**src/inc/wsr_pkg.sv**
```systemverilog
package wsr_pkg;

  // register address codes (bits 15:13 of a frame)
  localparam logic [2:0] WSR_ADDR_WDS = 3'h0;
  localparam logic [2:0] WSR_ADDR_MODE = 3'h1;

  // frame layout
  localparam int WSR_FRAME_BITS = 16;
  localparam logic [4:0] WSR_FRAME_LEN = 5'h10;
  localparam int WSR_ADDR_MSB = 15;
  localparam int WSR_ADDR_LSB = 13;
  localparam int WSR_ACC_POS = 12;
  localparam int WSR_MSEL_POS = 11;
  localparam int WSR_PER_MSB = 10;
  localparam int WSR_PER_LSB = 8;
  localparam int WSR_OFF_POS = 7;
  localparam int WSR_REGLOW_POS = 6;
  localparam int WSR_RSV5_POS = 5;
  localparam int WSR_WAKEA_POS = 4;
  localparam int WSR_WAKEB_POS = 3;
  // bit of the outgoing frame that mirrors the incoming address bit
  localparam logic [4:0] WSR_MIRROR_CNT = 5'h02;

  // reset and fixed values
  localparam logic WSR_ACC_RST = 1'b0;
  localparam logic WSR_MSEL_RST = 1'b0;
  localparam logic [2:0] WSR_PER_RST = 3'h4;
  localparam logic [12:0] WSR_PER_MS_RST = 13'h0080;
  localparam logic WSR_RSV5_VAL = 1'b1;
  localparam logic [2:0] WSR_RSV_LOW_VAL = 3'h0;

  // synchroniser bank layout
  localparam int WSR_SYNC_W = 7;
  localparam logic [WSR_SYNC_W-1:0] WSR_SYNC_RST = 7'h01;
  localparam int WSR_S_SEL = 0;
  localparam int WSR_S_SCK = 1;
  localparam int WSR_S_SDI = 2;
  localparam int WSR_S_DIS = 3;
  localparam int WSR_S_REGLOW = 4;
  localparam int WSR_S_WAKEA = 5;
  localparam int WSR_S_WAKEB = 6;

  typedef enum logic [1:0] {WSR_WD_OFF, WSR_WD_WINDOW, WSR_WD_TIMEOUT} wsr_wd_mode_e;
  typedef enum logic {WSR_IDLE, WSR_SHIFT} wsr_link_e;

  typedef struct packed {
    logic mode_sel;
    logic [2:0] period_sel;
  } wsr_wd_cfg_s;

  typedef struct packed {
    logic dis;
    logic reg_low;
    logic wake_a;
    logic wake_b;
  } wsr_status_s;

  localparam wsr_wd_cfg_s WSR_CFG_RST = '{mode_sel: WSR_MSEL_RST, period_sel: WSR_PER_RST};

  function automatic logic [12:0] wsr_period_ms(input logic [2:0] code);
    case (code)
      3'h0: wsr_period_ms = 13'h0008;
      3'h1: wsr_period_ms = 13'h0010;
      3'h2: wsr_period_ms = 13'h0020;
      3'h3: wsr_period_ms = 13'h0040;
      3'h4: wsr_period_ms = 13'h0080;
      3'h5: wsr_period_ms = 13'h0100;
      3'h6: wsr_period_ms = 13'h0400;
      default: wsr_period_ms = 13'h1000;
    endcase
  endfunction

  function automatic logic [15:0] wsr_resp(input logic [2:0] addr, input logic acc_wds, input logic acc_mode,
                                           input wsr_wd_cfg_s cfg, input wsr_status_s st);
    logic [15:0] w;
    w = 16'h0000;
    w[WSR_ADDR_MSB:WSR_ADDR_LSB] = addr;
    if (addr == WSR_ADDR_WDS)
    begin
      w[WSR_ACC_POS] = acc_wds;
      w[WSR_MSEL_POS] = cfg.mode_sel;
      w[WSR_PER_MSB:WSR_PER_LSB] = cfg.period_sel;
      w[WSR_OFF_POS] = st.dis;
      w[WSR_REGLOW_POS] = st.reg_low;
      w[WSR_RSV5_POS] = WSR_RSV5_VAL;
      w[WSR_WAKEA_POS] = st.wake_a;
      w[WSR_WAKEB_POS] = st.wake_b;
      w[2:0] = WSR_RSV_LOW_VAL;
    end
    else if (addr == WSR_ADDR_MODE)
    begin
      w[WSR_ACC_POS] = acc_mode;
    end
    wsr_resp = w;
  endfunction

endpackage

```
**src/rtl/wsr_bank.sv**
```systemverilog
// How it works
// (RULE1) bits 15:13 of each frame pick the register and bit 12 picks read/write or read-only access.
// (RULE2) the addressed register's status shifts out on the data output while new data shifts in.
// (RULE3) a read-only frame returns the register and leaves every stored field except the access status bit unchanged.
// (RULE4) the access status bit shows 0 after read/write and 1 after read-only access, resetting to 0.
// (RULE5) the mode select bit gives window/timeout when 0 and timeout/off when 1 in normal/standby, reset 0.
// (RULE6) the period field maps codes 0 to 7 onto 8 to 4096 ms and returns to code 100 after any reset.
// (RULE7) with the disable pin low the off flag reads 0 and the watchdog mode follows the mode select bit.
// (RULE8) with the disable pin high the watchdog is off, the off flag reads 1 and a software reset is issued.
// (RULE9) the regulator flag reads 1 while the regulator is low and 0 once it has recovered.
// (RULE10) the first wake flag is read-only and follows the first wake input level.
// (RULE11) the second wake flag is read-only and follows the second wake input level.
// (RULE12) reserved bits always read their fixed values and writes to them are dropped.
// (RULE13) the address bits of a word are read-only and always return that word's own code.
`timescale 1ns/1ns
module wsr_bank
  import wsr_pkg::*;
(
  input wire logic ref_clk,
  input wire logic rst,
  input wire logic link_sel_n,
  input wire logic link_sck,
  input wire logic link_sdi,
  output logic link_sdo_o,
  output logic link_sdo_oe,
  input wire logic watchdog_disable_pin,
  input wire logic main_regulator_low,
  input wire logic first_wake_input,
  input wire logic second_wake_input,
  input wire logic op_normal,
  output wsr_wd_mode_e wd_mode,
  output logic [2:0] watchdog_period_select,
  output logic [12:0] wd_period_ms,
  output logic soft_reset
);

  logic [WSR_SYNC_W-1:0] pins_s;
  logic sel_n_s;
  logic sck_s;
  logic sdi_s;
  logic sck_q_ff;
  logic sel_q_ff;
  logic dis_q_ff;
  wsr_status_s st;
  wsr_link_e link_ff;
  logic [4:0] cnt_ff;
  logic [15:0] rx_ff;
  logic [2:0] addr_ff;
  logic readonly_access_bit_ff;
  logic mode_acc_ff;
  wsr_wd_cfg_s cfg_ff;
  logic sdo_ff;
  logic sdo_oe_ff;
  wsr_wd_mode_e mode_ff;
  logic [12:0] period_ms_ff;
  logic soft_rst_ff;
  logic sck_fall;
  logic sck_rise;
  logic frame_start;
  logic frame_end;
  logic frame_ok;
  logic dis_rise;
  logic [15:0] resp;
  wsr_wd_mode_e nxt_mode;

  wsr_sync u_sync (
    .ref_clk(ref_clk),
    .rst(rst),
    .async_in({second_wake_input, first_wake_input, main_regulator_low, watchdog_disable_pin,
               link_sdi, link_sck, link_sel_n}),
    .sync_out(pins_s)
  );

  assign sel_n_s = pins_s[WSR_S_SEL];
  assign sck_s = pins_s[WSR_S_SCK];
  assign sdi_s = pins_s[WSR_S_SDI];
  assign st.dis = pins_s[WSR_S_DIS];
  assign st.reg_low = pins_s[WSR_S_REGLOW]; // RULE9
  assign st.wake_a = pins_s[WSR_S_WAKEA]; // RULE10
  assign st.wake_b = pins_s[WSR_S_WAKEB]; // RULE11

  assign sck_fall = sck_q_ff & ~sck_s;
  assign sck_rise = ~sck_q_ff & sck_s;
  assign frame_start = sel_q_ff & ~sel_n_s;
  assign frame_end = ~sel_q_ff & sel_n_s;
  assign frame_ok = frame_end && (link_ff == WSR_SHIFT) && (cnt_ff == WSR_FRAME_LEN);
  assign dis_rise = st.dis & ~dis_q_ff;
  assign resp = wsr_resp(addr_ff, readonly_access_bit_ff, mode_acc_ff, cfg_ff, st); // RULE12 RULE13

  always_ff @(posedge ref_clk or posedge rst)
  begin
    if (rst)
    begin
      sck_q_ff <= 1'b0;
      sel_q_ff <= 1'b1;
      dis_q_ff <= 1'b0;
    end
    else
    begin
      sck_q_ff <= sck_s;
      sel_q_ff <= sel_n_s;
      dis_q_ff <= st.dis;
    end
  end

  // frame state and receive shifter
  always_ff @(posedge ref_clk or posedge rst)
  begin
    if (rst)
    begin
      link_ff <= WSR_IDLE;
      cnt_ff <= 5'h00;
      rx_ff <= 16'h0000;
      addr_ff <= 3'h0;
    end
    else
    begin
      case (link_ff)
        WSR_IDLE:
        begin
          if (frame_start)
          begin
            link_ff <= WSR_SHIFT;
            cnt_ff <= 5'h00;
          end
        end
        WSR_SHIFT:
        begin
          if (sel_n_s)
            link_ff <= WSR_IDLE;
          else if (sck_fall)
          begin
            rx_ff <= {rx_ff[14:0], sdi_s};
            if (cnt_ff != 5'h1F)
              cnt_ff <= cnt_ff + 5'h01;
            if (cnt_ff == WSR_MIRROR_CNT)
              addr_ff <= {rx_ff[1:0], sdi_s}; // RULE1
          end
        end
        default: link_ff <= WSR_IDLE;
      endcase
    end
  end

  // data output, shifted on rising clock edges
  always_ff @(posedge ref_clk or posedge rst)
  begin
    if (rst)
    begin
      sdo_ff <= 1'b0;
      sdo_oe_ff <= 1'b0;
    end
    else
    begin
      sdo_oe_ff <= ~sel_n_s;
      if (frame_start)
        sdo_ff <= 1'b0;
      else if (link_ff == WSR_SHIFT && cnt_ff == WSR_MIRROR_CNT)
        sdo_ff <= sdi_s; // RULE13
      else if (link_ff == WSR_SHIFT && sck_rise && cnt_ff > WSR_MIRROR_CNT && cnt_ff < WSR_FRAME_LEN)
        sdo_ff <= resp[4'(15 - cnt_ff)]; // RULE2
    end
  end

  // stored fields, software reset wins over a frame in the same cycle
  always_ff @(posedge ref_clk or posedge rst)
  begin
    if (rst)
    begin
      cfg_ff <= WSR_CFG_RST;
      readonly_access_bit_ff <= WSR_ACC_RST;
      mode_acc_ff <= WSR_ACC_RST;
    end
    else if (dis_rise)
    begin
      cfg_ff <= WSR_CFG_RST; // RULE6
      readonly_access_bit_ff <= WSR_ACC_RST;
      mode_acc_ff <= WSR_ACC_RST;
    end
    else if (frame_ok)
    begin
      if (rx_ff[WSR_ADDR_MSB:WSR_ADDR_LSB] == WSR_ADDR_WDS)
      begin
        readonly_access_bit_ff <= rx_ff[WSR_ACC_POS]; // RULE4
        if (!rx_ff[WSR_ACC_POS])
          cfg_ff <= rx_ff[WSR_MSEL_POS:WSR_PER_LSB]; // RULE3
      end
      else if (rx_ff[WSR_ADDR_MSB:WSR_ADDR_LSB] == WSR_ADDR_MODE)
        mode_acc_ff <= rx_ff[WSR_ACC_POS]; // RULE4
    end
  end

  always_comb
  begin
    if (st.dis)
      nxt_mode = WSR_WD_OFF; // RULE8
    else if (op_normal)
      nxt_mode = cfg_ff.mode_sel ? WSR_WD_TIMEOUT : WSR_WD_WINDOW; // RULE5 RULE7
    else
      nxt_mode = cfg_ff.mode_sel ? WSR_WD_OFF : WSR_WD_TIMEOUT; // RULE5 RULE7
  end

  always_ff @(posedge ref_clk or posedge rst)
  begin
    if (rst)
    begin
      mode_ff <= WSR_WD_WINDOW;
      period_ms_ff <= WSR_PER_MS_RST;
      soft_rst_ff <= 1'b0;
    end
    else
    begin
      mode_ff <= nxt_mode;
      period_ms_ff <= wsr_period_ms(cfg_ff.period_sel); // RULE6
      soft_rst_ff <= dis_rise; // RULE8
    end
  end

  assign link_sdo_o = sdo_ff;
  assign link_sdo_oe = sdo_oe_ff;
  assign wd_mode = mode_ff;
  assign watchdog_period_select = cfg_ff.period_sel;
  assign wd_period_ms = period_ms_ff;
  assign soft_reset = soft_rst_ff;

  // rx_ff holds still once the frame has ended, so it is read again after the commit
  a_readonly_keeps: assert property (@(posedge ref_clk) disable iff (rst) // RULE3
    (frame_ok && rx_ff[WSR_ACC_POS] && !dis_rise) |=> $stable(cfg_ff))
    else $error("read-only frame changed stored fields");
  a_access_status: assert property (@(posedge ref_clk) disable iff (rst) // RULE4
    (frame_ok && !dis_rise && rx_ff[15:13] == WSR_ADDR_WDS) |=> readonly_access_bit_ff == rx_ff[WSR_ACC_POS])
    else $error("access status does not match last access");
  a_write_takes: assert property (@(posedge ref_clk) disable iff (rst) // RULE1
    (frame_ok && !dis_rise && rx_ff[15:12] == 4'h0) |=> cfg_ff == rx_ff[WSR_MSEL_POS:WSR_PER_LSB])
    else $error("write to watchdog word not stored");
  a_mode_map: assert property (@(posedge ref_clk) disable iff (rst) // RULE5
    (!st.dis && op_normal && !cfg_ff.mode_sel) |=> mode_ff == WSR_WD_WINDOW)
    else $error("normal mode with select 0 is not windowed");
  a_off_mode: assert property (@(posedge ref_clk) disable iff (rst) // RULE8
    st.dis |=> mode_ff == WSR_WD_OFF)
    else $error("watchdog not off with disable pin high");
  a_soft_pulse: assert property (@(posedge ref_clk) disable iff (rst) // RULE8
    dis_rise |=> soft_reset ##1 !soft_reset)
    else $error("software reset not a single pulse");
  a_period_default: assert property (@(posedge ref_clk) disable iff (rst) // RULE6
    dis_rise |=> watchdog_period_select == WSR_PER_RST ##1 wd_period_ms == WSR_PER_MS_RST)
    else $error("period not restored after software reset");
  a_off_flag: assert property (@(posedge ref_clk) disable iff (rst) // RULE7
    (addr_ff == WSR_ADDR_WDS) |-> resp[WSR_OFF_POS] == st.dis && resp[WSR_RSV5_POS] && resp[2:0] == WSR_RSV_LOW_VAL)
    else $error("off flag or reserved bits wrong");
  a_first_bits: assert property (@(posedge ref_clk) disable iff (rst) // RULE13
    frame_start |=> !link_sdo_o [*2])
    else $error("address bit 15 not zero at frame start");
  a_wake_levels: assert property (@(posedge ref_clk) disable iff (rst) // RULE10
    (addr_ff == WSR_ADDR_WDS) |-> resp[WSR_WAKEA_POS] == st.wake_a && resp[WSR_WAKEB_POS] == st.wake_b
      && resp[WSR_REGLOW_POS] == st.reg_low)
    else $error("input level flags wrong");

  c_write: cover property (@(posedge ref_clk) frame_ok && !rx_ff[12]);
  c_readonly: cover property (@(posedge ref_clk) frame_ok && rx_ff[12]);
  c_disable: cover property (@(posedge ref_clk) dis_rise);
  c_mode_word: cover property (@(posedge ref_clk) frame_ok && rx_ff[15:13] == WSR_ADDR_MODE);

endmodule // wsr_bank

```
**src/rtl/wsr_sync.sv**
```systemverilog
`timescale 1ns/1ns
module wsr_sync
  import wsr_pkg::*;
(
  input wire logic ref_clk,
  input wire logic rst,
  input wire logic [WSR_SYNC_W-1:0] async_in,
  output logic [WSR_SYNC_W-1:0] sync_out
);

  logic [WSR_SYNC_W-1:0] meta_ff;
  logic [WSR_SYNC_W-1:0] sync_ff;

  always_ff @(posedge ref_clk or posedge rst)
  begin
    if (rst)
    begin
      meta_ff <= WSR_SYNC_RST;
      sync_ff <= WSR_SYNC_RST;
    end
    else
    begin
      meta_ff <= async_in;
      sync_ff <= meta_ff;
    end
  end

  assign sync_out = sync_ff;

endmodule // wsr_sync

```
**config.mk**
```make
export PLATFORM = sky130hd
export DESIGN_NAME = wsr_bank
export DESIGN_NICKNAME = d
export VERILOG_FILES = /design/src/inc/wsr_pkg.sv /design/src/rtl/wsr_bank.sv /design/src/rtl/wsr_sync.sv
export SDC_FILE = /design/constraint.sdc
export NUM_CORES = 1
export LEC_CHECK = 0
export BUFFER_PORTS_ARGS = -buffer_cell sky130_fd_sc_hd__buf_4
export CAP_MARGIN = 20
export CORE_ASPECT_RATIO = 0.6
export CORE_MARGIN = 2
export CORE_UTILIZATION = 56
export CTS_CLUSTER_SIZE = 25
export DETAILED_ROUTE_END_ITERATION = 12
export GPL_TIMING_DRIVEN = 0
export PLACE_DENSITY = 0.77
export SKIP_CTS_REPAIR_TIMING = 1
export SYNTH_ARGS = -nofsm -noshare
export SYNTH_HDL_FRONTEND = slang
export SYNTH_HIERARCHICAL = 1
export SYNTH_SLANG_ARGS = --single-unit
```
**constraint.sdc**
```tcl
create_clock -name ref_clk -period 2.1 [get_ports ref_clk]
set_input_delay 0 -clock ref_clk [delete_from_list [all_inputs] [get_ports ref_clk]]
set_output_delay 0 -clock ref_clk [all_outputs]
set_load 0.05 [all_outputs]
```
# After elaboration in Yosys (flattened, before gate mapping)
# Cells that the tools add are included.
# totals
reg_bits	66
input_bits	10
# classes
addsub	2
n_lt_le_gt_ge	3
eq_ne	17
n_mux	32
bitwise_logic	11
reduce_logical	19
# op_table
cell	count
one-hot mux 13 bit (7 select lines)	1
two-way mux 5 bit	4
two-way mux 4 bit	4
two-way mux 1 bit	15
two-way mux 12 bit	1
one-hot mux 5 bit (2 select lines)	1
equality test 3 x 1 -> 1 bit, second input constant	3
equality test 3 bit, second input constant	3
zero test 3 bit	3
AND reduction 3 bit	3
two-way mux 2 bit	4
AND reduction 4 bit	2
equality test 3 x 2 -> 1 bit, second input constant	2
logical AND 1 bit	6
inequality test 2 x 1 -> 1 bit, second input constant	3
inequality test 2 bit, second input constant	3
NOT 1 bit	6
nonzero test 2 bit	3
adder 5 x 1 -> 5 bit, second input constant	1
bitwise AND 1 bit	5
equality test 5 x 2 -> 1 bit, second input constant	1
equality test 5 bit, second input constant	1
greater-than comparator 5 x 2 -> 1 bit, second input constant	1
< comparator 4 x 5 -> 1 bit, second input constant	1
7 further kinds	7

# Depth between registers and ports, before layout
# Gate-level depths: netlist of the first run.
# depth
ltp_word	8
ltp_mapped	7
depth_no_buf	7

# By module
# The synthesis of the first run kept the hierarchy.
# by_module_without_submodules
module	n_inst	cells_per_inst	area_each_um2	seq_area_each_um2
wsr_bank	1	174	2129.5	1181.1
wsr_sync	1	15	356.6	352.8

# Worst setup path after synthesis of the first run
# OpenSTA, ideal clock, no wires.
# synth_timing
path_kind	register to register
startpoint	reg cnt_ff[0]
endpoint	reg cnt_ff[1]
setup_time_ns	0.122
arrival_time_ns	1.511
path_slack_ns	0.467
stages_incl_launch_ff	7
path_buffers	0
synth_period_minus_slack_ns	1.633
cell_sequence	dfrtp_1 > ha_1 > and3_2 > ha_1 > nor4bb_1 > o21ai_0 > a32o_1
# synth_between
elab_chain_cells	5
# synth_lines
element	line_no	rtl
start, declared	wsr_bank.sv:46	logic [4:0] cnt_ff;
start signal, assigned	wsr_bank.sv:135	cnt_ff <= cnt_ff + 5'h01;
adder 5 x 1 -> 5 bit	wsr_bank.sv:135	
two-way mux 5 bit	wsr_bank.sv:134	if (cnt_ff != 5'h1F)
two-way mux 5 bit	wsr_bank.sv:131	else if (sck_fall)
two-way mux 5 bit	wsr_bank.sv:129	if (sel_n_s)
one-hot mux 5 bit (2 select lines)	wsr_bank.sv:118	case (link_ff)
# Several ways; a longest one is shown, not always the timed one. The select of a mux whose other input is x is not followed.
# A chain may end at the register's enable or synchronous reset.

# Final worst setup path of the first run
# Same ends and word-level chain as after synthesis.

==> results.md, run 1 <==
- Outcome: finished, final reports clean
- Post-route cell area: about 0.0031 sq mm
- Int Pwr: 2.16 mW
- Slew @ Worst Pin: ~520 ps
- Cts bufs inserted: 9
- Setup TNS: 0 ps
- Post-DR vias/cell: between 5 and 6
- Yosys cell types: 45
- Arrival time of the worst setup path: about 2100 ps
- # DRC: 0
- Leak: 1.50 nW
- IO Count: 31
- Final GP Congestion: 0.865
- WL per Instance: approximately 15 microns
- Max Slew Vio Count: 0
- Worst Setup EP: cnt_ff[1]
- Die area: 0.00501 sq mm
- Startpoint types: flop
- Hold Slack: 26.1 ps
- Max-cap check violation count: 0
- PortBufs: 25
- Flop pwr share: 45.5%
- Top post-synthesis cells by count: dfrtp_1 (55), mux2_2 (19), nor2_1 (18)
- Fillcell total: ~290
- Worst min path class: in2reg
- Initial cell density of the core: 59.3%
- EDFF count, synth: 0
- Largest net degree at the start of global routing: 25
- Final setup fails: 0
- Rows: 18
- Core Region: 0.00419 sq mm
- Total grt overflow: 0
- Post-Syn Instances: roughly 190
- Mapped cell area: 0.00249 sq mm
- CP Max Fanout: 3
- Min cycle time layout: 1880 ps
- CTS max path bufs: 2
- Part of the cycle the worst path needs: roughly 90%
- Top-area cell type share of the netlist area: about 55%
- Power Density: a little under 900 mW/mm^2
- Reg2reg start: cnt_ff[0]
- Clk slew on worst S/H paths: 60 ps
- DR iter-0 viols: 96
- Max-slew headroom: 64.1%
- Diode count: 0
- Die width: 90.0 microns
- DP HPWL: 3.10 mm
- Crit path capture type: flop
- Total Wirelength: 4.51 mm
- Worst skew pair latency: 340 ps
- Fraction of layout cells with a size suffix above 1: 37.9%
- Combinational share of power: 10.7%
- Hold Fails Final Rpt: 0
- Vias after detailed routing: 1577
- All-Layer GR Usage: 20.9%
- Vias in the first global route: about 1600
- Synth warnings: 6
- Synth-to-layout area growth: 25.3%
- Most area-consuming cells after synthesis: dfrtp_1 (55%), mux2_2 (8.6%), dfstp_2 (6.3%)
- Yosys reg bits: 61
- R2R Path End: cnt_ff[1]
- Fin cells: 303
- CTS tree: built
- Nets@finish: 251
- Root Driver: clkbuf_8
- Reg2reg path depth: 6
- Switch Pwr: 632 uW
- CP Class: reg2reg
- Area after DPL: 0.00279 sq mm
- Primary FF master, synth: dfrtp_1
- Fin worst setup slack: between 200 and 250 ps
- Routed Antenna Nets: 0
- WP data required: roughly 2300 ps
- Die H: 55.6 microns
- Post-synth ARST share: 100%
- Worst slack, placed: 257 ps
- Drt first pass iters: 4
- Count leader, synth: dfrtp_1
- R2R Setup Slk: 220 ps
- CTS Sinks: 61
- Crit path from: cnt_ff[0]
- Largest area contributor in the netlist: dfrtp_1
- H-tree Lvls: 3
- RSZ-0062 raised after global routing: false
- Switching Fraction: 22.6%
- Post-synthesis sequential area ratio: 61.7%
- Worst Skew: about 4.8 ps
- Clk network pwr share: between 40% and 50%
- First-pass GRT wire length: 7.82 mm
- Peak supply drop: 657 uV
- Avg Inst Size Synth: 13.2 sq um
- Dpl cells: 279
- Initial antenna violation count: 0
- Fmax: 0.531 GHz
## cell type report
cell class                 instances  area, sq um  area share [%]
clock inverter                     3         65.1            2.09
multi-input combinational        108          826            26.5
timing repair buffer              34          295            9.48
inverter                           6         22.5           0.723
sequential                        61         1530            49.2
clock buffer                      13          179            5.74
tap                               60         75.1            2.41
buffer                            18          119            3.82
## state kept, by name, summed over array words and instances (netlist names), 2 cells and up
register and count:
wd_mode 2, rx_ff 16, u_sync/sync_out 7, cnt_ff 5
addr_ff 3, watchdog_period_select 3, u_sync/meta_ff 7, wd_period_ms 8
## critical path, cell delays in order, from the launching register on
cell      delay [ps]
dfrtp_1          390
ha_1             220
and3_2           220
ha_1             210
nor4bb_1         290
o21ai_0          200
a32o_1           250
## through the flow
step           power, mW  utilization (%)
3_3_place_gp        1.55             66.0
3_5_place_dp        1.57             66.6
5_1_grt             2.91             74.4
6_report            2.79             74.4
4_1_cts             2.80             72.5
2_1_floorplan       1.49                -
## logic make-up (layout without fill, tap and decap cells)
group	Yosys count	after routing	share of synthesized area (%)
AO/OA/AOI/OAI	15	15	4.18
other	1	5	0.151
buffers and inverters	24	74	5.69
AND/OR/NAND/NOR	58	58	14.5
XOR/XNOR	2	2	0.705
multiplexers	25	25	11.5
flip-flops	61	61	61.7
adder cells (fa/ha/maj)	3	3	1.51
## worst min path at each step
stage                     depth (start not counted)       from                 end  slack (ps)
after global routing                              3  op_normal          wd_mode[1]          50
after floorplan                                   1        rst   u_sync/meta_ff[1]        -110
after CTS                                         2        rst  u_sync/sync_out[5]        -300
final                                             3  op_normal          wd_mode[0]          30
after detailed placement                          2        rst   u_sync/meta_ff[6]          80
after global placement                            2        rst   u_sync/meta_ff[2]          40
## power groups by stage
stage          logic, mW  clock network (mW)  registers (mW)
2_1_floorplan      0.198                   0            1.30
3_3_place_gp       0.269                   0            1.28
3_5_place_dp       0.283                   0            1.29
4_1_cts            0.286                1.25            1.27
5_1_grt            0.325                1.31            1.28
6_report           0.298                1.22            1.27
## placed cells by master, fill, tap and decap left out, types with 3 or more instances in the layout
master | synthesis | routed
dfrtp_1 | 55 | 55
buf_4 | 11 | 36
mux2_2 | 19 | 19
nor2_1 | 18 | 18
clkbuf_8 | 0 | 13
nand2_1 | 10 | 10
dlygate4sd3_1 | 0 | 8
dfstp_2 | 6 | 6
inv_1 | 6 | 5
o21ai_0 | 5 | 5
nor2b_1 | 5 | 5
mux2i_1 | 5 | 5
conb_1 | 1 | 5
clkbuf_1 | 4 | 4
nor3b_1 | 4 | 4
nor3_1 | 3 | 3
ha_1 | 3 | 3
## layer usage
metal / global-route usage (%) / wire [microns] / up-vias
li1: - / - / 735
met1: 27.7 / 1980 / 784
met2: 30.7 / 2200 / 52
met3: 10.4 / 292 / 6
met4: 5.93 / 41 / 0
met5: 0 / 0 / -
Power figures use the tool's default switching activity.
==> inputs of run 2 (changes only) <==
- clock period: 2.1 -> 1.85 ns (I/O delays scaled with it)
==> results.md, run 2 (synthesis gave the netlist of run 1 again) <==
- Outcome: finished, final reports clean
- Initial cell density of the core: 59.3%
- Power Density: about 1000 mW/mm^2
- Largest net degree at the start of global routing: 25
- Crit-path max cell delay: 390 ps
- Most frequent cells in the layout: dfrtp_1 (55), buf_4 (36), mux2_2 (19)
- Die area: about 0.0050 sq mm
- Flop pwr share: 45.5%
- Max FFs per register: 16
- Int Pwr: 2.45 mW
- Max-cap check violation count: 0
- H-tree Lvls: 3
- Dpl cells: 279
- Post-DR vias/cell: around 5.2
- Die width: 90.0 microns
- Core Region: about 0.0042 sq mm
- Final Power: 3.16 mW
- IO Count: 31
- Routed Antenna Nets: 0
- Cts bufs inserted: 9
- CP top delay family: simple AND/OR/NAND/NOR gates
- Diode count: 0
- Synth-to-layout area growth: 25.8%
- Leak: 1.50 nW
- DR iter-0 viols: 106
- WL per Instance: 14.8 microns
- Slowest-stage cell, CP: dfrtp_1
- Final GP Congestion: about 0.87
- Clk network pwr share: 43.7%
- Setup TNS: 0 ps
- Switch Pwr: ~710 uW
- # DRC: 0
- DP HPWL: 3.10 mm
- Final core area utilization: between 70 and 80%
- Worst slack, placed: 7.21 ps
- Worst skew pair latency: approximately 330 ps
- CTS Sinks: 61
- Min cycle time layout: approximately 1800 ps
- Worst path bufs/invs: 0
- Slew @ Worst Pin: 606 ps
- Initial antenna violation count: 0
- All-Layer GR Usage: around a fifth
- Hold Fails Final Rpt: 0
- Fin cells: 303
- Switching Fraction: 22.5%
- PortBufs: 25
- WP data required: 2070 ps
- Rows: 18
- Root Driver: clkbuf_8
- Clk slew on worst S/H paths: 60 ps
- Startpoint types: flop
- Fin worst setup slack: 70.3 ps
- Biggest register: rx_ff
- Post-route cell area: 0.00313 sq mm
- Critical Path, Cell by Cell: ha_1, and3_2, ha_2, nor4bb_2, o21ai_2, a32o_1
- Total Wirelength: ~4.5 mm
- Worst Skew: around 5.3 ps
- Hold Slack: 29.9 ps
- CP Class: reg2reg
- Final setup fails: 0
- CP Max Fanout: 3
- Peak supply drop: 746 uV
- Max Slew Vio Count: 0
- Max-slew headroom: 58.6%
- Most common cell after layout, fill and taps aside: dfrtp_1
- Vias after detailed routing: 1562
- Nets@finish: 251
- Part of the cycle the worst path needs: 96.2%
- Fraction of layout cells with a size suffix above 1: roughly two fifths
- Fmax: around 0.56 GHz
- Worst min path class: in2reg
- Crit path capture type: flop
- Drt first pass iters: 4
- CTS max path bufs: 2
- First-pass GRT wire length: 7.82 mm
- Die H: 55.6 microns
- Combinational share of power: a little over a tenth
- Total grt overflow: 0
- Area after DPL: 0.00279 sq mm
- CTS tree: built
- Arrival time of the worst setup path: 2000 ps
- Vias in the first global route: 1645
## run 2: cell counts in the layout (fill, tap and decap cells not counted)
Identical to the previous run, type by type.
## run 2: power by group through the flow
stage               Clock [mW]  Combinational (mW)  Sequential, mW
finish                    1.38               0.340            1.44
global route              1.49               0.370            1.45
CTS                       1.42               0.325            1.44
detailed placement           0               0.321            1.46
global placement             0               0.305            1.46
floorplan                    0               0.225            1.47
## run 2: area by class of cell
cell class / instances / area, sq um
Timing Repair Buffer: 34 / 295
Multi-Input combinational cell: 108 / 838
Sequential cell: 61 / 1530
Inverter: 6 / 22.5
Tap cell: 60 / 75.1
Fill cell: 285 / 1060
Buffer: 18 / 119
Clock inverter: 3 / 65.1
Clock buffer: 13 / 179
## run 2: worst min-delay path: cells and delay by family
kind / cells / cell delay (ps)
adders and majority gates: 1 / 120
buffers and inverters: 1 / 80
and+or+nand+nor: 1 / 120
## run 2: routing by layer
metal	part of all wire, %	up-vias	GRT usage [%]
met5	0	-	0
met4	0.71	0	5.93
met3	6.3	4	10.4
met2	49	51	30.7
met1	44	774	27.7
li1	-	733	-
## run 2: worst paths after layout
kind	startpoint	slack, ps	endpoint	depth (start not counted)
worst max-delay path	cnt_ff[0]	70	cnt_ff[1]	6
worst min-delay path	op_normal	30	wd_mode[0]	3
worst max register to register	cnt_ff[0]	70	cnt_ff[1]	6
worst min register to register	u_sync/meta_ff[6]	350	u_sync/sync_out[6]	0
max in group asynchronous	rst	980	wd_period_ms[7]	4
min in group asynchronous	rst	280	u_sync/meta_ff[3]	3
==> inputs of run 3 (changes only) <==
- PLACE_DENSITY: 0.77 -> 0.78
==> results.md, run 3 (synthesis gave the netlist of run 1 again) <==
- Die width: 90.0 microns
- Reg2reg start: cnt_ff[1]
- Fmax: 0.566 GHz
- Worst hold stages: 3
- Power Density: 1040 mW/mm^2
- Outcome: finished, final reports clean
- IO Count: 31
- R2R Setup Slk: 80 ps
- Crit path capture type: flop
- CTS max path bufs: 2
- Crit path from: cnt_ff[1]
- Biggest register: rx_ff
- Die H: 55.6 microns
- Slew @ Worst Pin: 613 ps
- Routed Antenna Nets: 0
- Vias after detailed routing: 1597
- Max Slew Vio Count: 0
- Reg2reg path depth: 6
- Min cycle time layout: 1770 ps
- Worst min path class: in2reg
- Hold Path Origin: op_normal
- Vias in the first global route: 1561
- Total Wirelength: 4.47 mm
- Worst slack, placed: 19.0 ps
- CTS Sinks: a little over 60
- Drt first pass iters: 4
- Fin worst setup slack: ~84 ps
- Max-cap check violation count: 0
- Synth-to-layout area growth: 26.5%
- Startpoint types: flop
- Final core area utilization: 75.1%
- WL per Instance: around 15 microns
- PortBufs: 25
- CP Class: reg2reg
- Worst Hold Path EP: wd_mode[1]
- Hold Slack: 9.88 ps
- Setup TNS: 0 ps
- Root Driver: clkbuf_8
- Final Power: 3.28 mW
- WP data required: 2070 ps
- Worst Skew: roughly 5.5 ps
- Post-route cell area: 0.00314 sq mm
- Max FFs per register: 16
- CTS tree: built
- Part of the cycle the worst path needs: between 90 and 100%
- Initial antenna violation count: 0
- Diode count: 0
- Core Region: 0.00419 sq mm
- CP Max Fanout: 3
- Arrival time of the worst setup path: 1990 ps
- Final setup fails: 0
- Cts bufs inserted: 9
- Die area: 0.00501 sq mm
- Worst skew pair latency: around 330 ps
- R2R Path End: cnt_ff[1]
- Total grt overflow: 0
- Area after DPL: about 0.0028 sq mm
- Fin cells: 304
- Hold Fails Final Rpt: 0
- Initial cell density of the core: 59.3%
- Fraction of layout cells with a size suffix above 1: 38.5%
- Dpl cells: about 280
- Final GP Congestion: 0.872
- Rows: 18
- Post-DR vias/cell: ~5.3
- Nets@finish: approximately 250
- DR iter-0 viols: between 100 and 150
- Max-slew headroom: 58.1%
- Most frequent cells in the layout: dfrtp_1 (55), buf_4 (38), mux2_2 (19)
- Clk slew on worst S/H paths: ~60 ps
- Peak supply drop: 703 uV
- H-tree Lvls: 3
- DP HPWL: a little over 3 mm
- First-pass GRT wire length: 7.56 mm
- All-Layer GR Usage: 19.5%
- Leak: 1.51 nW
- # DRC: 0
- Largest net degree at the start of global routing: 25
- Most common cell after layout, fill and taps aside: dfrtp_1
-- run 3: cell types whose count changed in the layout (fill, tap and decap cells not counted), sizes merged --
cell | previous run | this run
clkinv | 1 | 0
buf | 40 | 42
bufinv | 2 | 3
clkbuf | 17 | 16
-- run 3: area by class of cell --
type,instances,area (sq um)
clock inverters,3,90.1
inverters,6,22.5
fillers,275,1040
multi-input cells,108,828
well taps,60,75.1
plain buffers,17,115
repair buffers,36,310
flip-flops and latches,61,1530
clock buffers,13,169
-- run 3: worst max-delay path, stage by stage, from the launching register on --
cell      delay [ps]
dfrtp_1          410
ha_1             200
and3_2           220
ha_2             180
nor4bb_1         280
o21ai_1          160
a32o_1           220
-- run 3: per-layer routing --
metal	wire length (microns)	part of all wire (%)	GRT usage, %
met2	2100	47	29.8
met1	2000	45	26.0
met5	0	0	0
met3	328	7.3	7.86
met4	39	0.87	6.37
-- run 3: how the worst max path moves through the flow --
stage	cells past startpoint	end	slack (ps)
2_1_floorplan	6	cnt_ff[1]	220
3_3_place_gp	6	cnt_ff[1]	90
3_5_place_dp	6	cnt_ff[1]	20
4_1_cts	6	cnt_ff[1]	4
5_1_grt	6	cnt_ff[1]	-3
6_report	6	cnt_ff[1]	80
-- run 3: power breakdown --
part / total [mW] / internal, mW / leakage, nW / switching, mW
Sequential: 1.44 / 1.40 / 0.787 / 0.0388
Clock: 1.48 / 1.01 / 0.130 / 0.477
Combinational: 0.358 / 0.158 / 0.596 / 0.200
